## config.mk

```make
export PLATFORM = sky130hd
export DESIGN_NAME = lcdc_clock_out
export DESIGN_NICKNAME = d
export VERILOG_FILES = /design/src/common/lcdc_pkg.sv /design/src/rtl/lcdc_clock_out.sv
export SDC_FILE = /design/constraint.sdc
export NUM_CORES = 1
export LEC_CHECK = 0
export BUFFER_PORTS_ARGS = -buffer_cell sky130_fd_sc_hd__buf_2
export CAP_MARGIN = 5
export CORE_UTILIZATION = 35
export DETAILED_ROUTE_END_ITERATION = 10
export GPL_TIMING_DRIVEN = 0
export SYNTH_ARGS = -nofsm -noshare
export SYNTH_HDL_FRONTEND = slang
export SYNTH_SLANG_ARGS = --single-unit
```

## constraint.sdc

```tcl
create_clock -name core_clk -period 1.9 [get_ports core_clk]
set_input_delay 0.285 -clock core_clk [delete_from_list [all_inputs] [get_ports core_clk]]
set_output_delay 0.285 -clock core_clk [all_outputs]
set_load 0.02 [all_outputs]
```

## src/common/lcdc_pkg.sv

```systemverilog
// Package: register map, field layout and reset values of the LCD clock output controller
//
// Functional notes
// - Reset clears the selection register to zero: output off, no source.
// - Selection register at FF40H; enable at bit 4, source select bits 3..0.
// - Clock drives out only when enable is 1 and port gate bit is 0.
// - Select 0110 gives fprs/64, 0111 fprs/128, 1000 subsystem clock; others prohibited.
// - Both registers take single-bit and eight-bit writes; other bits stay unchanged.
// - Reset sets the port direction register to FFH, gating the output off.
// - Output gating never emits a truncated narrow pulse on enable changes that keep a valid source selected.
// - Start output during a low phase; stop after a full high phase unless a prohibited source is selected.
package lcdc_pkg;

	localparam logic [15:0] LCDC_SEL_ADDR    = 16'hff40;
	localparam logic [15:0] LCDC_PDIR_ADDR   = 16'hff2e;
	localparam logic [7:0]  LCDC_SEL_RESET   = 8'h00;
	localparam logic [7:0]  LCDC_PDIR_RESET  = 8'hff;
	localparam int          LCDC_ENABLE_BIT  = 4;
	localparam int          LCDC_SRC_LSB     = 0;
	localparam int          LCDC_SRC_W       = 4;
	localparam int          LCDC_GATE_BIT    = 0;
	localparam logic [3:0]  LCDC_SRC_DIV64   = 4'h6;
	localparam logic [3:0]  LCDC_SRC_DIV128  = 4'h7;
	localparam logic [3:0]  LCDC_SRC_SUB     = 4'h8;
	localparam int          LCDC_DIV_W       = 7;
	localparam logic [7:0]  LCDC_SEL_WMASK   = 8'h1f;
	// Core cycles of one high phase of the divide-by-64 source
	localparam int          LCDC_DIV64_HIGH  = 32;

	typedef struct packed
	{
		logic        wr;
		logic        rd;
		logic        bit_op;
		logic [2:0]  bit_idx;
		logic [15:0] addr;
		logic [7:0]  wdata;
	} lcdc_req_t;

endpackage

```

## src/rtl/lcdc_clock_out.sv

```systemverilog
// LCD clock output controller: registers, source select and glitch-free output gate
`timescale 1ns/1ps
module lcdc_clock_out
	import lcdc_pkg::*;
#(
	parameter int DIV_W = LCDC_DIV_W
)
(
	input  wire logic      core_clk,
	input  wire logic      rst_n,
	input  wire lcdc_req_t req,
	output logic [7:0]     rdata,
	input  wire logic      fsub_pin,
	output logic           lcd_clk
);

	initial
	begin
		if (DIV_W < 7)
			$error("DIV_W must be at least 7 for the divide-by-128 tap");
	end

	////////////////////////////////////////////////////////////////////////
	// Register file

	logic [7:0] clock_output_select;
	logic [7:0] port14_direction;
	logic [7:0] next_sel;
	logic [7:0] next_pdir;

	always_comb
	begin
		next_sel  = clock_output_select;
		next_pdir = port14_direction;
		if (req.wr && req.addr == LCDC_SEL_ADDR)
		begin
			if (req.bit_op)
				next_sel[req.bit_idx] = req.wdata[0];
			else
				next_sel = req.wdata;
			// Upper bits are hard zero so a stray write cannot set them
			next_sel = next_sel & LCDC_SEL_WMASK;
		end
		if (req.wr && req.addr == LCDC_PDIR_ADDR)
		begin
			if (req.bit_op)
				next_pdir[req.bit_idx] = req.wdata[0];
			else
				next_pdir = req.wdata;
		end
	end

	always_ff @(posedge core_clk or negedge rst_n)
	begin
		if (!rst_n)
		begin
			clock_output_select <= LCDC_SEL_RESET;
			port14_direction    <= LCDC_PDIR_RESET;
		end
		else
		begin
			clock_output_select <= next_sel;
			port14_direction    <= next_pdir;
		end
	end

	always_ff @(posedge core_clk or negedge rst_n)
	begin
		if (!rst_n)
			rdata <= 8'h00;
		else if (req.rd && req.addr == LCDC_SEL_ADDR)
			rdata <= clock_output_select;
		else if (req.rd && req.addr == LCDC_PDIR_ADDR)
			rdata <= port14_direction;
		else
			rdata <= 8'h00;
	end

	////////////////////////////////////////////////////////////////////////
	// Sources

	logic [DIV_W-1:0] prescale;
	logic             fsub_meta;
	logic             fsub_sync;

	always_ff @(posedge core_clk or negedge rst_n)
	begin
		if (!rst_n)
			prescale <= '0;
		else
			prescale <= prescale + 1'b1;
	end

	// Subsystem clock is asynchronous; resynchronise before use
	always_ff @(posedge core_clk or negedge rst_n)
	begin
		if (!rst_n)
		begin
			fsub_meta <= 1'b0;
			fsub_sync <= 1'b0;
		end
		else
		begin
			fsub_meta <= fsub_pin;
			fsub_sync <= fsub_meta;
		end
	end

	logic [3:0] clk_source_select;
	logic       clk_out_enable;
	logic       port_output_gate_bit;
	logic       src_clk;
	logic       src_valid;

	assign clk_source_select    = clock_output_select[LCDC_SRC_LSB +: LCDC_SRC_W];
	assign clk_out_enable       = clock_output_select[LCDC_ENABLE_BIT];
	assign port_output_gate_bit = port14_direction[LCDC_GATE_BIT];

	always_comb
	begin
		src_clk   = 1'b0;
		src_valid = 1'b1;
		case (clk_source_select)
			LCDC_SRC_DIV64:  src_clk = prescale[5];
			LCDC_SRC_DIV128: src_clk = prescale[6];
			LCDC_SRC_SUB:    src_clk = fsub_sync;
			default:         src_valid = 1'b0;
		endcase
	end

	////////////////////////////////////////////////////////////////////////
	// Output gate

	logic want_on;
	logic gate_on;
	logic src_prev;

	assign want_on = clk_out_enable && !port_output_gate_bit && src_valid;

	always_ff @(posedge core_clk or negedge rst_n)
	begin
		if (!rst_n)
			src_prev <= 1'b0;
		else
			src_prev <= src_clk;
	end

	// close at once on a prohibited source, else switch after a falling edge, so start is low and stop follows full high
	always_ff @(posedge core_clk or negedge rst_n)
	begin
		if (!rst_n)
			gate_on <= 1'b0;
		else if (!want_on && !src_valid)
			gate_on <= 1'b0;
		else if (src_prev && !src_clk)
			gate_on <= want_on;
	end

	always_ff @(posedge core_clk or negedge rst_n)
	begin
		if (!rst_n)
			lcd_clk <= 1'b0;
		else
			lcd_clk <= gate_on & src_clk;
	end

	////////////////////////////////////////////////////////////////////////
	// Check helpers

	// Length of the running high phase, saturating so a stuck output cannot wrap it
	logic [7:0] high_cnt;

	always_ff @(posedge core_clk or negedge rst_n)
	begin
		if (!rst_n)
			high_cnt <= 8'h00;
		else if (!lcd_clk)
			high_cnt <= 8'h00;
		else if (high_cnt != 8'hff)
			high_cnt <= high_cnt + 1'b1;
	end

	////////////////////////////////////////////////////////////////////////
	// Checks

	a_reg_sel_write: assert property (@(posedge core_clk) disable iff (!rst_n)
		(req.wr && !req.bit_op && req.addr == LCDC_SEL_ADDR)
			|=> clock_output_select == ($past(req.wdata) & LCDC_SEL_WMASK))
		else $error("selection register byte write lost");

	a_bit_keep_others: assert property (@(posedge core_clk) disable iff (!rst_n)
		(req.wr && req.bit_op && req.addr == LCDC_PDIR_ADDR)
			|=> ((port14_direction ^ $past(port14_direction)) & ~(8'h01 << $past(req.bit_idx))) == 8'h00)
		else $error("bit write disturbed other bits");

	a_off_static_low: assert property (@(posedge core_clk) disable iff (!rst_n)
		(!want_on && !gate_on) ##1 !gate_on |-> !lcd_clk)
		else $error("clock output active while disabled");

	a_prohibited_low: assert property (@(posedge core_clk) disable iff (!rst_n)
		!src_valid ##1 !src_valid |-> !lcd_clk)
		else $error("prohibited source produced output");

	a_start_low_phase: assert property (@(posedge core_clk) disable iff (!rst_n)
		$rose(gate_on) && src_valid |-> !src_clk)
		else $error("output started outside low phase");

	a_stop_after_high: assert property (@(posedge core_clk) disable iff (!rst_n)
		$fell(gate_on) && src_valid |-> !src_clk)
		else $error("output stopped inside high phase");

	a_no_short_pulse: assert property (@(posedge core_clk) disable iff (!rst_n)
		$rose(lcd_clk) && clk_source_select == LCDC_SRC_DIV64 && $stable(clock_output_select)
			|-> lcd_clk[*8])
		else $error("narrow pulse on clock output");

	a_read_data: assert property (@(posedge core_clk) disable iff (!rst_n)
		(req.rd && req.addr == LCDC_SEL_ADDR) |=> rdata == $past(clock_output_select))
		else $error("selection register read mismatch");

	a_sel_upper_zero: assert property (@(posedge core_clk) disable iff (!rst_n)
		(clock_output_select & ~LCDC_SEL_WMASK) == 8'h00)
		else $error("selection register upper bits set");

	a_sel_bit_keep: assert property (@(posedge core_clk) disable iff (!rst_n)
		(req.wr && req.bit_op && req.addr == LCDC_SEL_ADDR)
			|=> ((clock_output_select ^ $past(clock_output_select)) & ~(8'h01 << $past(req.bit_idx))) == 8'h00)
		else $error("selection bit write disturbed other bits");

	a_pdir_byte_write: assert property (@(posedge core_clk) disable iff (!rst_n)
		(req.wr && !req.bit_op && req.addr == LCDC_PDIR_ADDR) |=> port14_direction == $past(req.wdata))
		else $error("direction register byte write lost");

	a_sel_hold: assert property (@(posedge core_clk) disable iff (!rst_n)
		!(req.wr && req.addr == LCDC_SEL_ADDR) |=> $stable(clock_output_select))
		else $error("selection register changed without a write");

	a_pdir_hold: assert property (@(posedge core_clk) disable iff (!rst_n)
		!(req.wr && req.addr == LCDC_PDIR_ADDR) |=> $stable(port14_direction))
		else $error("direction register changed without a write");

	a_read_pdir: assert property (@(posedge core_clk) disable iff (!rst_n)
		(req.rd && req.addr == LCDC_PDIR_ADDR) |=> rdata == $past(port14_direction))
		else $error("direction register read mismatch");

	a_read_idle: assert property (@(posedge core_clk) disable iff (!rst_n)
		!(req.rd && (req.addr == LCDC_SEL_ADDR || req.addr == LCDC_PDIR_ADDR)) |=> rdata == 8'h00)
		else $error("read data not zero outside a read");

	a_gate_opens_wanted: assert property (@(posedge core_clk) disable iff (!rst_n)
		$rose(gate_on) |-> $past(want_on))
		else $error("gate opened without enable");

	a_out_needs_gate: assert property (@(posedge core_clk) disable iff (!rst_n)
		lcd_clk |-> $past(gate_on))
		else $error("output high with gate closed");

	a_gate_closed_low: assert property (@(posedge core_clk) disable iff (!rst_n)
		!gate_on |=> !lcd_clk)
		else $error("output high after gate closed");

	a_invalid_closes: assert property (@(posedge core_clk) disable iff (!rst_n)
		!src_valid |=> !gate_on)
		else $error("gate open on prohibited source");

	a_prescale_step: assert property (@(posedge core_clk) disable iff (!rst_n)
		$past(rst_n) |-> prescale == DIV_W'($past(prescale) + 1'b1))
		else $error("prescaler did not advance");

	a_sync_chain: assert property (@(posedge core_clk) disable iff (!rst_n)
		fsub_sync == $past(fsub_meta))
		else $error("subsystem clock synchroniser broken");

	a_full_high: assert property (@(posedge core_clk) disable iff (!rst_n)
		$fell(lcd_clk) && clk_source_select == LCDC_SRC_DIV64 |-> high_cnt >= 8'(LCDC_DIV64_HIGH))
		else $error("high phase cut short");

endmodule

```

==> run summary, run 1 <==
status -> complete, but fails checks
failing checks -> design-rule violations
VDD IR-drop max -> 0.408 mV
Hold Slack -> 0.0504 ns
Final setup viols -> 0
vias in the first global route -> 1,354
Post-synth EDFFs -> 0
routed wire length -> 3630 um
I/O Pins -> 42
Async S/R FF share, synth -> 100%
CP delay by family, top -> simple AND/OR/NAND/NOR gates
commonest non-fill, non-tap cells in the layout -> buf_2 (39), dfrtp_1 (25), nor2_1 (9), nand3_1 (9), dfstp_2 (8)
Peak Freq -> 595 MHz
Final period util -> 88.5%
Post-synth top flop -> dfrtp_1
CTS tree -> yes
#FFs+latches synth -> 33
cts bufs inserted -> 5
placement row count -> 24
placed wire-length estimate -> 2640 um
Crit-path slowest cell -> or4b_2
Required @ worst endpoint -> 2.06 ns
Die W -> 70.6 um
Distinct cells, synth -> 39
Comb pwr share -> 6.7%
clock skew -> 0.00434 ns
Initial Util -> 37.0%
CP endpoint kind -> flip-flop
first-pass iteration count of the detailed router -> 7
final hold viol count -> 0
Skew-Pair Late Insertion Delay -> 0.28 ns
syn_nets -> 177
critical path cell sequence -> or4b_2 -> o22ai_2 -> or4b_2 -> a22oi_1
RePlAce Congestion -> 0.767
crit path kind -> flip-flop to flip-flop
Buf/Inv on CP -> 0
CP Launch Type -> flip-flop
Syn Std Cell Area -> 1650 um2
crit-path max FO -> 5
Setup Fix Bufs, Post-CTS -> 0
grt ovf -> 0
slew at the pin closest to its max-slew limit -> 0.723 ns
antenna cells -> 0
Worst path most repeated cell -> or4b_2
Flop pwr share -> 49.1%
static leakage -> 0.000990 uW
CTS clk-pin slew, worst paths -> 0.07 ns
max-slew violations -> 0
clk root buf -> clkbuf_8
Die ar. -> 4980 um2
share of layout cells above drive strength 1 -> 40.0%
antenna viol nets, final -> 0
number of clock sinks -> 33
number of max-cap violations -> 0
Total Nets Final -> 223
DR iter-0 viols -> 61
Sw Share -> 21.3%
Avg WL per Cell -> 15.0 um
Max clock buf depth -> 2
gr usage total -> 15.5%
I/O Buffers -> 39
relative slew slack -> 51.8%
Period minus WS final -> 1.68 ns
RSZ-0062 raised after global routing -> no
core box area -> 4440 um2
Gate Count Post-Synth -> 143
CP peak stage delay -> 0.72 ns
vias after detailed routing -> 1,297
Mapped Avg Cell Area -> 11.5 um2
die height -> 70.6 um
# DRC -> 4
Placed Area -> 1910 um2
commonest non-fill, non-tap cell in the layout -> buf_2
CTS resizes -> 0
Final TNS setup -> 0 ns
first-pass GRT wire length -> 5960 um
initial antenna violation count -> 0
CP arrival -> 1.84 ns
yosys warns -> 0
Area Overhead vs Synth -> 22.3%
P per Cell Area -> 715 nW/um2
largest net degree at the start of global routing -> 34
P_int -> 1130 uW
P_sw -> 307 uW
final instance area -> 2010 um2
worst hold-check path type -> primary input to asynchronous set/reset pin
sequential area share after synthesis -> 50.8%
clock network fraction of total power -> 44.3%
CTS H-tree lvls -> 2
CTS Hold Bufs -> 0
Vias/cell -> 5.36
## sequential cells by signal, indices dropped and copies added (netlist names)
name,flops
clock_output_select,5
src_prev,1
fsub_sync,1
rdata,8
fsub_meta,1
lcd_clk,1
port14_direction,8
prescale,7
gate_on,1
## power by group through the flow
stage | Combinational (uW) | Clock, uW | Sequential, uW
finish | 96.1 | 637 | 706
global route | 108 | 682 | 706
CTS | 97.1 | 655 | 706
detailed placement | 96.7 | 0 | 718
global placement | 92.9 | 0 | 718
floorplan | 37.6 | 0 | 719
## kinds of logic (layout without fill, tap and decap cells)
kind of cell / after synthesis / after routing / share of synthesized area [%]
xor gates and xnor gates: 5 / 5 / 2.66
AOI/OAI and AO/OA: 34 / 34 / 16.3
and+or+nand+nor: 50 / 50 / 20.7
buffers and inverters: 13 / 60 / 3.88
DFF: 33 / 33 / 50.8
muxes: 7 / 7 / 4.94
adders and majority gates: 1 / 1 / 0.760
## per-layer routing
| layer | global-route usage, % | vias up | routed length [um] |
|---|---|---|---|
| met4 | 7.33 | 0 | 89 |
| met5 | 0 | - | 0 |
| met1 | 18.4 | 614 | 1630 |
| met2 | 26.0 | 44 | 1730 |
| li1 | - | 629 | - |
| met3 | 4.42 | 10 | 173 |
## synthesized netlist by cell type (3+ instances only)
library cell | count | share of area, %
dfstp_2 | 8 | 13
o221a_2 | 5 | 3.4
and2_1 | 5 | 1.9
mux2_2 | 5 | 3.4
a31oi_1 | 5 | 1.9
a21o_1 | 7 | 3.2
nor2_1 | 9 | 2.1
xnor2_1 | 3 | 1.6
and3_1 | 5 | 1.9
dfrtp_1 | 25 | 38
nand3_1 | 9 | 2.7
clkbuf_1 | 4 | 0.91
inv_1 | 7 | 1.6
a22o_1 | 5 | 2.7
nand4_1 | 5 | 1.9
o21ai_0 | 3 | 0.91
## metrics by stage
| stage | std cells | total power (uW) | util [%] | setup WS, ns |
|---|---|---|---|---|
| 2_1_floorplan | 143 | 756 | - | 0.265 |
| 3_3_place_gp | 234 | 811 | 42.9 | 0.0503 |
| 3_5_place_dp | 234 | 815 | 42.9 | -0.00374 |
| 4_1_cts | 242 | 1460 | 45.3 | 0.219 |
| 5_1_grt | 242 | 1500 | 45.3 | 0.129 |
| 6_report | 242 | 1440 | 45.3 | 0.218 |
## area by class of cell
cell class	instances	area, um2
Timing Repair Buffer	39	195
Fill cell	441	2430
Inverter	7	26.3
Sequential cell	33	836
Multi-Input combinational cell	97	747
Buffer	6	37.5
Tap cell	52	65.1
Clock inverter	2	35.0
Clock buffer	6	72.6
## worst reg2reg max path, stage by stage, from the launching register on
cell	delay [ns]
dfrtp_1	0.43
or4b_2	0.72
o22ai_2	0.21
or4b_2	0.15
a22oi_1	0.05
## path summary, 6_finish.rpt
| path | start | endpoint | slack [ns] | depth (start not counted) |
|---|---|---|---|---|
| min | rst_n | prescale[3]$_DFF_PN0_ | 0.05 | 1 |
| max in group asynchronous | rst_n | rdata[7]$_DFF_PN0_ | 1.38 | 1 |
| max reg2reg | clock_output_select[2]$_DFFE_PN0P_ | gate_on$_DFFE_PN0P_ | 0.22 | 4 |
| min reg2reg | fsub_meta$_DFF_PN0_ | fsub_sync$_DFF_PN0_ | 0.35 | 0 |
| min in group core_clk | fsub_pin | fsub_meta$_DFF_PN0_ | 0.11 | 1 |
| max | clock_output_select[2]$_DFFE_PN0P_ | gate_on$_DFFE_PN0P_ | 0.22 | 4 |
No activity file was read; power rests on OpenSTA's default activity.
==> run 2, diff against run 1 <==
--- a/config.mk
+++ b/config.mk
@@ -6,10 +6,11 @@
 export NUM_CORES = 1
 export LEC_CHECK = 0
 export BUFFER_PORTS_ARGS = -buffer_cell sky130_fd_sc_hd__buf_2
-export CAP_MARGIN = 5
+export CAP_MARGIN = 20
 export CORE_UTILIZATION = 35
 export DETAILED_ROUTE_END_ITERATION = 10
 export GPL_TIMING_DRIVEN = 0
+export SETUP_SLACK_MARGIN = 0.5
 export SYNTH_ARGS = -nofsm -noshare
 export SYNTH_HDL_FRONTEND = slang
 export SYNTH_SLANG_ARGS = --single-unit
==> constraint.sdc (replaced) <==
create_clock -name core_clk -period 2.1 [get_ports core_clk]
set_input_delay 0.315 -clock core_clk [delete_from_list [all_inputs] [get_ports core_clk]]
set_output_delay 0.315 -clock core_clk [all_outputs]
set_load 0.02 [all_outputs]
==> run summary, run 2 (synthesis results as in run 1) <==
I/O Buffers -> 39 (unchanged)
routed wire length -> 3630 um (about the same)
Peak Freq -> 644 MHz
vias after detailed routing -> 1,361 (+4.9%)
grt ovf -> 0 (unchanged)
relative slew slack -> 51.0% (-0.76 points)
clk root buf -> clkbuf_8
gr usage total -> 15.6% (+0.15 points)
I/O Pins -> 42 (unchanged)
CTS Hold Bufs -> 0 (unchanged)
worst hold-check path type -> primary input to asynchronous set/reset pin
status -> complete, but fails checks
crit-path max FO -> 5 (unchanged)
Final Util -> 46.8% (+1.5 points)
crit path kind -> primary input to flip-flop
initial antenna violation count -> 0 (unchanged)
number of max-cap violations -> 0 (unchanged)
Final TNS setup -> 0 ns (unchanged)
CTS H-tree lvls -> 2 (unchanged)
Fill cells -> 425 (-3.6%)
Top Registers -> port14_direction x8, rdata x8, prescale x7
largest net degree at the start of global routing -> 34 (unchanged)
Vias/cell -> 5.47 (+2.0%)
uppermost layer routed -> met4
failing checks -> design-rule violations
CTS tree -> yes
Final period util -> 73.9%
P per Cell Area -> 596 nW/um2 (-17%)
Skew-Pair Late Insertion Delay -> 0.28 ns (about the same)
Die W -> 70.6 um (unchanged)
CP Launch Type -> primary input
number of clock sinks -> 33 (unchanged)
slew at the pin closest to its max-slew limit -> 0.734 ns (+0.0114 ns)
DRT met1 WL -> 1620 um (-0.43%)
share of layout cells above drive strength 1 -> 43.7% (+3.7 points)
commonest non-fill, non-tap cell in the layout -> buf_2
first-pass iteration count of the detailed router -> 7 (unchanged)
Initial Util -> 37.0% (unchanged)
core box area -> 4440 um2 (unchanged)
Area Overhead vs Synth -> 26.4%
static leakage -> 0.00103 uW (+4.2%)
placed wire-length estimate -> 2580 um (-2.1%)
DR WL met3 -> 185 um (+6.9%)
commonest non-fill, non-tap cells in the layout -> buf_2 (39), dfrtp_1 (25), nor2_1 (9), nand3_1 (9), dfstp_2 (8)
Final setup viols -> 0 (unchanged)
RePlAce Congestion -> 0.782 (+2.0%)
CP endpoint kind -> flip-flop
Die ar. -> 4980 um2 (unchanged)
Placed Area -> 1910 um2 (unchanged)
Total Nets Final -> 230 (+3.1%)
antenna viol nets, final -> 0 (unchanged)
VDD IR-drop max -> 0.223 mV (-45%)
CTS clk-pin slew, worst paths -> 0.07 ns (about the same)
Required @ worst endpoint -> 2.31 ns (+0.25 ns)
antenna cells -> 0 (unchanged)
cts bufs inserted -> 5 (unchanged)
final hold viol count -> 0 (unchanged)
Max clock buf depth -> 2 (unchanged)
RSZ-0062 raised after global routing -> yes
Period minus WS final -> 1.55 ns
first-pass GRT wire length -> 6040 um (+1.3%)
DR iter-0 viols -> 76 (+25%)
Avg WL per Cell -> 14.6 um (-2.8%)
placement row count -> 24 (unchanged)
met2 wire len -> 1780 um (+2.5%)
vias in the first global route -> 1,318 (-2.7%)
final instance area -> 2080 um2 (+3.4%)
Hold Slack -> 0.0967 ns (+0.0463 ns)
clock skew -> 0.00756 ns (+0.00322 ns)
DP Cell Count -> 234 (unchanged)
CP arrival -> 1.77 ns (-0.07 ns)
# DRC -> 2 (-2)
die height -> 70.6 um (unchanged)
max-slew violations -> 0 (unchanged)
Final Non-Filler Cells -> 249 (+2.9%)
## run 2: layout make-up
class | count | area [um2] | area share, %
buffer | 6 | 38.8 | 1.86
clock inverter | 1 | 5.00 | 0.240
clock buffer | 7 | 96.3 | 4.63
multi-input combinational | 97 | 767 | 36.8
tap | 52 | 65.1 | 3.12
inverter | 7 | 26.3 | 1.26
timing repair buffer | 46 | 248 | 11.9
sequential | 33 | 836 | 40.1
## run 2: critical path: stages
cell and delay [ns]:
buf_2 0.09, or3_4 0.41, nor4_4 0.33, nand3_1 0.26, o221a_2 0.35
## run 2: report_power, final
| part | internal [uW] | switching, uW |
|---|---|---|
| Sequential | 638 | 0.455 |
| Clock | 296 | 220 |
| Combinational | 34.3 | 52.4 |
| Total | 969 | 273 |
## run 2: path summary, 6_finish.rpt
path,startpoint,depth (start not counted),end,slack (ns)
setup / recovery,req[8],5,port14_direction[5]$_DFFE_PN1P_,0.55
hold / removal,rst_n,1,prescale[5]$_DFF_PN0_,0.1
setup reg to reg,clock_output_select[0]$_DFFE_PN0P_,4,gate_on$_DFFE_PN0P_,0.55
hold reg to reg,fsub_meta$_DFF_PN0_,0,fsub_sync$_DFF_PN0_,0.35
max in group asynchronous,rst_n,1,lcd_clk$_DFF_PN0_,1.53
min in group core_clk,fsub_pin,1,fsub_meta$_DFF_PN0_,0.14
## run 2: timing repair
action,4_1_cts,5_1_grt
setup endpoints to repair,1,17
setup buffers,4,3
pin swaps,2,1
gates cloned,0,0
resized for setup,3,4
## run 2: routing by layer
metal  up-vias  GRT usage (%)
met1       663           19.7
met2        50           25.6
li1        642              -
met4         0           6.22
met5         -              0
met3         6           4.42
## run 2: metrics by stage
stage	worst slack [ns]	power, uW
detailed placement	0.206	737
global route	0.480	1310
global placement	0.224	734
floorplan	0.435	684
finish	0.547	1240
CTS	0.502	1260
==> run 3, diff against run 2 <==
==> constraint.sdc (replaced) <==
create_clock -name core_clk -period 1.3 [get_ports core_clk]
set_input_delay 0.195 -clock core_clk [delete_from_list [all_inputs] [get_ports core_clk]]
set_output_delay 0.195 -clock core_clk [all_outputs]
set_load 0.02 [all_outputs]
==> run summary, run 3 (synthesis results as in run 1) <==
die height -> 70.6 um (unchanged)
DR iter-0 viols -> 46 (-39%)
antenna cells -> 0 (unchanged)
CP Launch Type -> flip-flop
Placed Area -> 1920 um2 (+0.92%)
initial antenna violation count -> 0 (unchanged)
clock network fraction of total power -> 39.1% (-2.4 points)
relative slew slack -> 52.7% (+1.7 points)
P_sw -> 450 uW (+65%)
Final period util -> 117%
# DRC -> 0 (-2)
CTS clk-pin slew, worst paths -> 0.07 ns (about the same)
Area Overhead vs Synth -> 55.2%
Comb pwr share -> 9.0% (+2.0 points)
P_int -> 1540 uW (+59%)
gr usage total -> 16.9% (+1.3 points)
Final TNS setup -> -0.552 ns (-0.552 ns)
final setup margin -> -0.225 ns (-0.772 ns)
Flop pwr share -> 51.9% (+0.4 points)
status -> complete, but fails checks
largest net degree at the start of global routing -> 34 (unchanged)
I/O Buffers -> 39 (unchanged)
placement row count -> 24 (unchanged)
CP endpoint kind -> flip-flop
R2R cell count -> 4 (unchanged)
Peak Freq -> 656 MHz
Die W -> 70.6 um (unchanged)
antenna viol nets, final -> 0 (unchanged)
Total Nets Final -> 243 (+5.7%)
Crit Reg-Reg Endpoint -> gate_on$_DFFE_PN0P_
core box area -> 4440 um2 (unchanged)
crit-path max FO -> 4 (-1)
Avg WL per Cell -> 16.0 um (+10%)
clk root buf -> clkbuf_8
commonest non-fill, non-tap cells in the layout -> buf_6 (27), dfrtp_1 (25), buf_2 (25)
Top Registers -> port14_direction x8, rdata x8, prescale x7
grt ovf -> 0 (unchanged)
final instance area -> 2560 um2 (+23%)
Vias/cell -> 5.43 (-0.63%)
vias in the first global route -> 1,482 (+12%)
placed wire-length estimate -> 2620 um (+1.5%)
slew at the pin closest to its max-slew limit -> 0.709 ns (-0.0253 ns)
max-slew violations -> 0 (unchanged)
vias after detailed routing -> 1,423 (+4.6%)
Sw Share -> 22.6% (+0.67 points)
final hold viol count -> 25 (+25)
worst hold-check path type -> primary input to asynchronous set/reset pin
Period minus WS final -> 1.53 ns
Die ar. -> 4980 um2 (unchanged)
crit path kind -> flip-flop to flip-flop
Initial Util -> 37.0% (unchanged)
pre-CTS setup slack -> -0.477 ns (-0.682 ns)
static leakage -> 0.00120 uW (+16%)
Required @ worst endpoint -> 1.50 ns (-0.81 ns)
I/O Pins -> 42 (unchanged)
Max clock buf depth -> 2 (unchanged)
Hold Slack -> -0.0384 ns (-0.135 ns)
number of max-cap violations -> 0 (unchanged)
clock skew -> 0.0103 ns (+0.00272 ns)
Final setup viols -> 8 (+8)
first-pass iteration count of the detailed router -> 4 (-3)
cts bufs inserted -> 5 (unchanged)
FF-to-FF setup slack -> -0.23 ns (-0.77 ns)
commonest non-fill, non-tap cell in the layout -> buf_6
CTS H-tree lvls -> 2 (unchanged)
RSZ-0062 raised after global routing -> yes
first-pass GRT wire length -> 6600 um (+9.4%)
share of layout cells above drive strength 1 -> 61.0% (+17 points)
RePlAce Congestion -> 0.785 (+0.38%)
VDD IR-drop max -> 0.406 mV (+82%)
failing checks -> negative hold slack, negative setup slack
Worst R2R Start -> clock_output_select[1]$_DFFE_PN0P_
number of clock sinks -> 33 (unchanged)
P per Cell Area -> 778 nW/um2 (+31%)
CP arrival -> 1.72 ns (-0.05 ns)
CTS tree -> yes
Skew-Pair Late Insertion Delay -> 0.28 ns (about the same)
routed wire length -> 4200 um (+16%)
==> run 3: repair_timing <==
item,4_1_cts,5_1_grt
endpoints found under the hold margin,11,0
pin swaps,17,20
endpoints found under the setup margin,38,40
resized for setup,47,40
setup buffers,14,6
==> run 3: area by class of cell <==
type | instances | area (um2)
fillers | 387 | 1890
flip-flops and latches | 33 | 836
clock buffers | 8 | 90.1
multi-input cells | 97 | 1010
inverters | 7 | 26.3
well taps | 52 | 65.1
plain buffers | 6 | 55.1
repair buffers | 59 | 478
==> run 3: worst max path at each step <==
stage / slack, ns / endpoint / cells past startpoint / start
finish: -0.23 / gate_on$_DFFE_PN0P_ / 4 / clock_output_select[1]$_DFFE_PN0P_
global route: -0.28 / gate_on$_DFFE_PN0P_ / 4 / clock_output_select[1]$_DFFE_PN0P_
CTS: -0.22 / gate_on$_DFFE_PN0P_ / 4 / clock_output_select[0]$_DFFE_PN0P_
detailed placement: -0.48 / clock_output_select[1]$_DFFE_PN0P_ / 6 / req[8]
global placement: -0.45 / clock_output_select[1]$_DFFE_PN0P_ / 6 / req[8]
floorplan: -0.24 / clock_output_select[1]$_DFFE_PN0P_ / 5 / req[8]
==> run 3: power by group through the flow <==
stage               Sequential [uW]  Clock (uW)  Combinational [uW]
global placement               1050           0                 136
finish                         1030         777                 180
floorplan                      1050           0                54.9
CTS                            1030         793                 149
detailed placement             1050           0                 141
global route                   1030         829                 198
==> run 3: per-layer routing <==
layer | vias to the layer above | share of wire (%) | GRT usage [%]
li1 | 670 | - | -
met1 | 698 | 42 | 20.9
met2 | 49 | 52 | 29.6
met3 | 6 | 4.1 | 3.42
met4 | 0 | 1.7 | 6.00
met5 | - | 0 | 0
==> run 3: critical path, stage by stage (launching register included) <==
cell	delay, ns
dfrtp_1	0.40
or4b_4	0.57
o22ai_4	0.23
o21ai_1	0.11
a22oi_2	0.14
==> run 3: per-stage QoR <==
stage               total power [uW]  hold WS (ns)  utilization (%)  std cells
finish                          1990       -0.0384             57.5        262
global route                    2060        0.0263             57.5        262
CTS                             1970      -0.00678             51.5        256
detailed placement              1190         0.297             43.3        234
global placement                1190         0.274             43.3        234
floorplan                       1110        -0.101                -        143
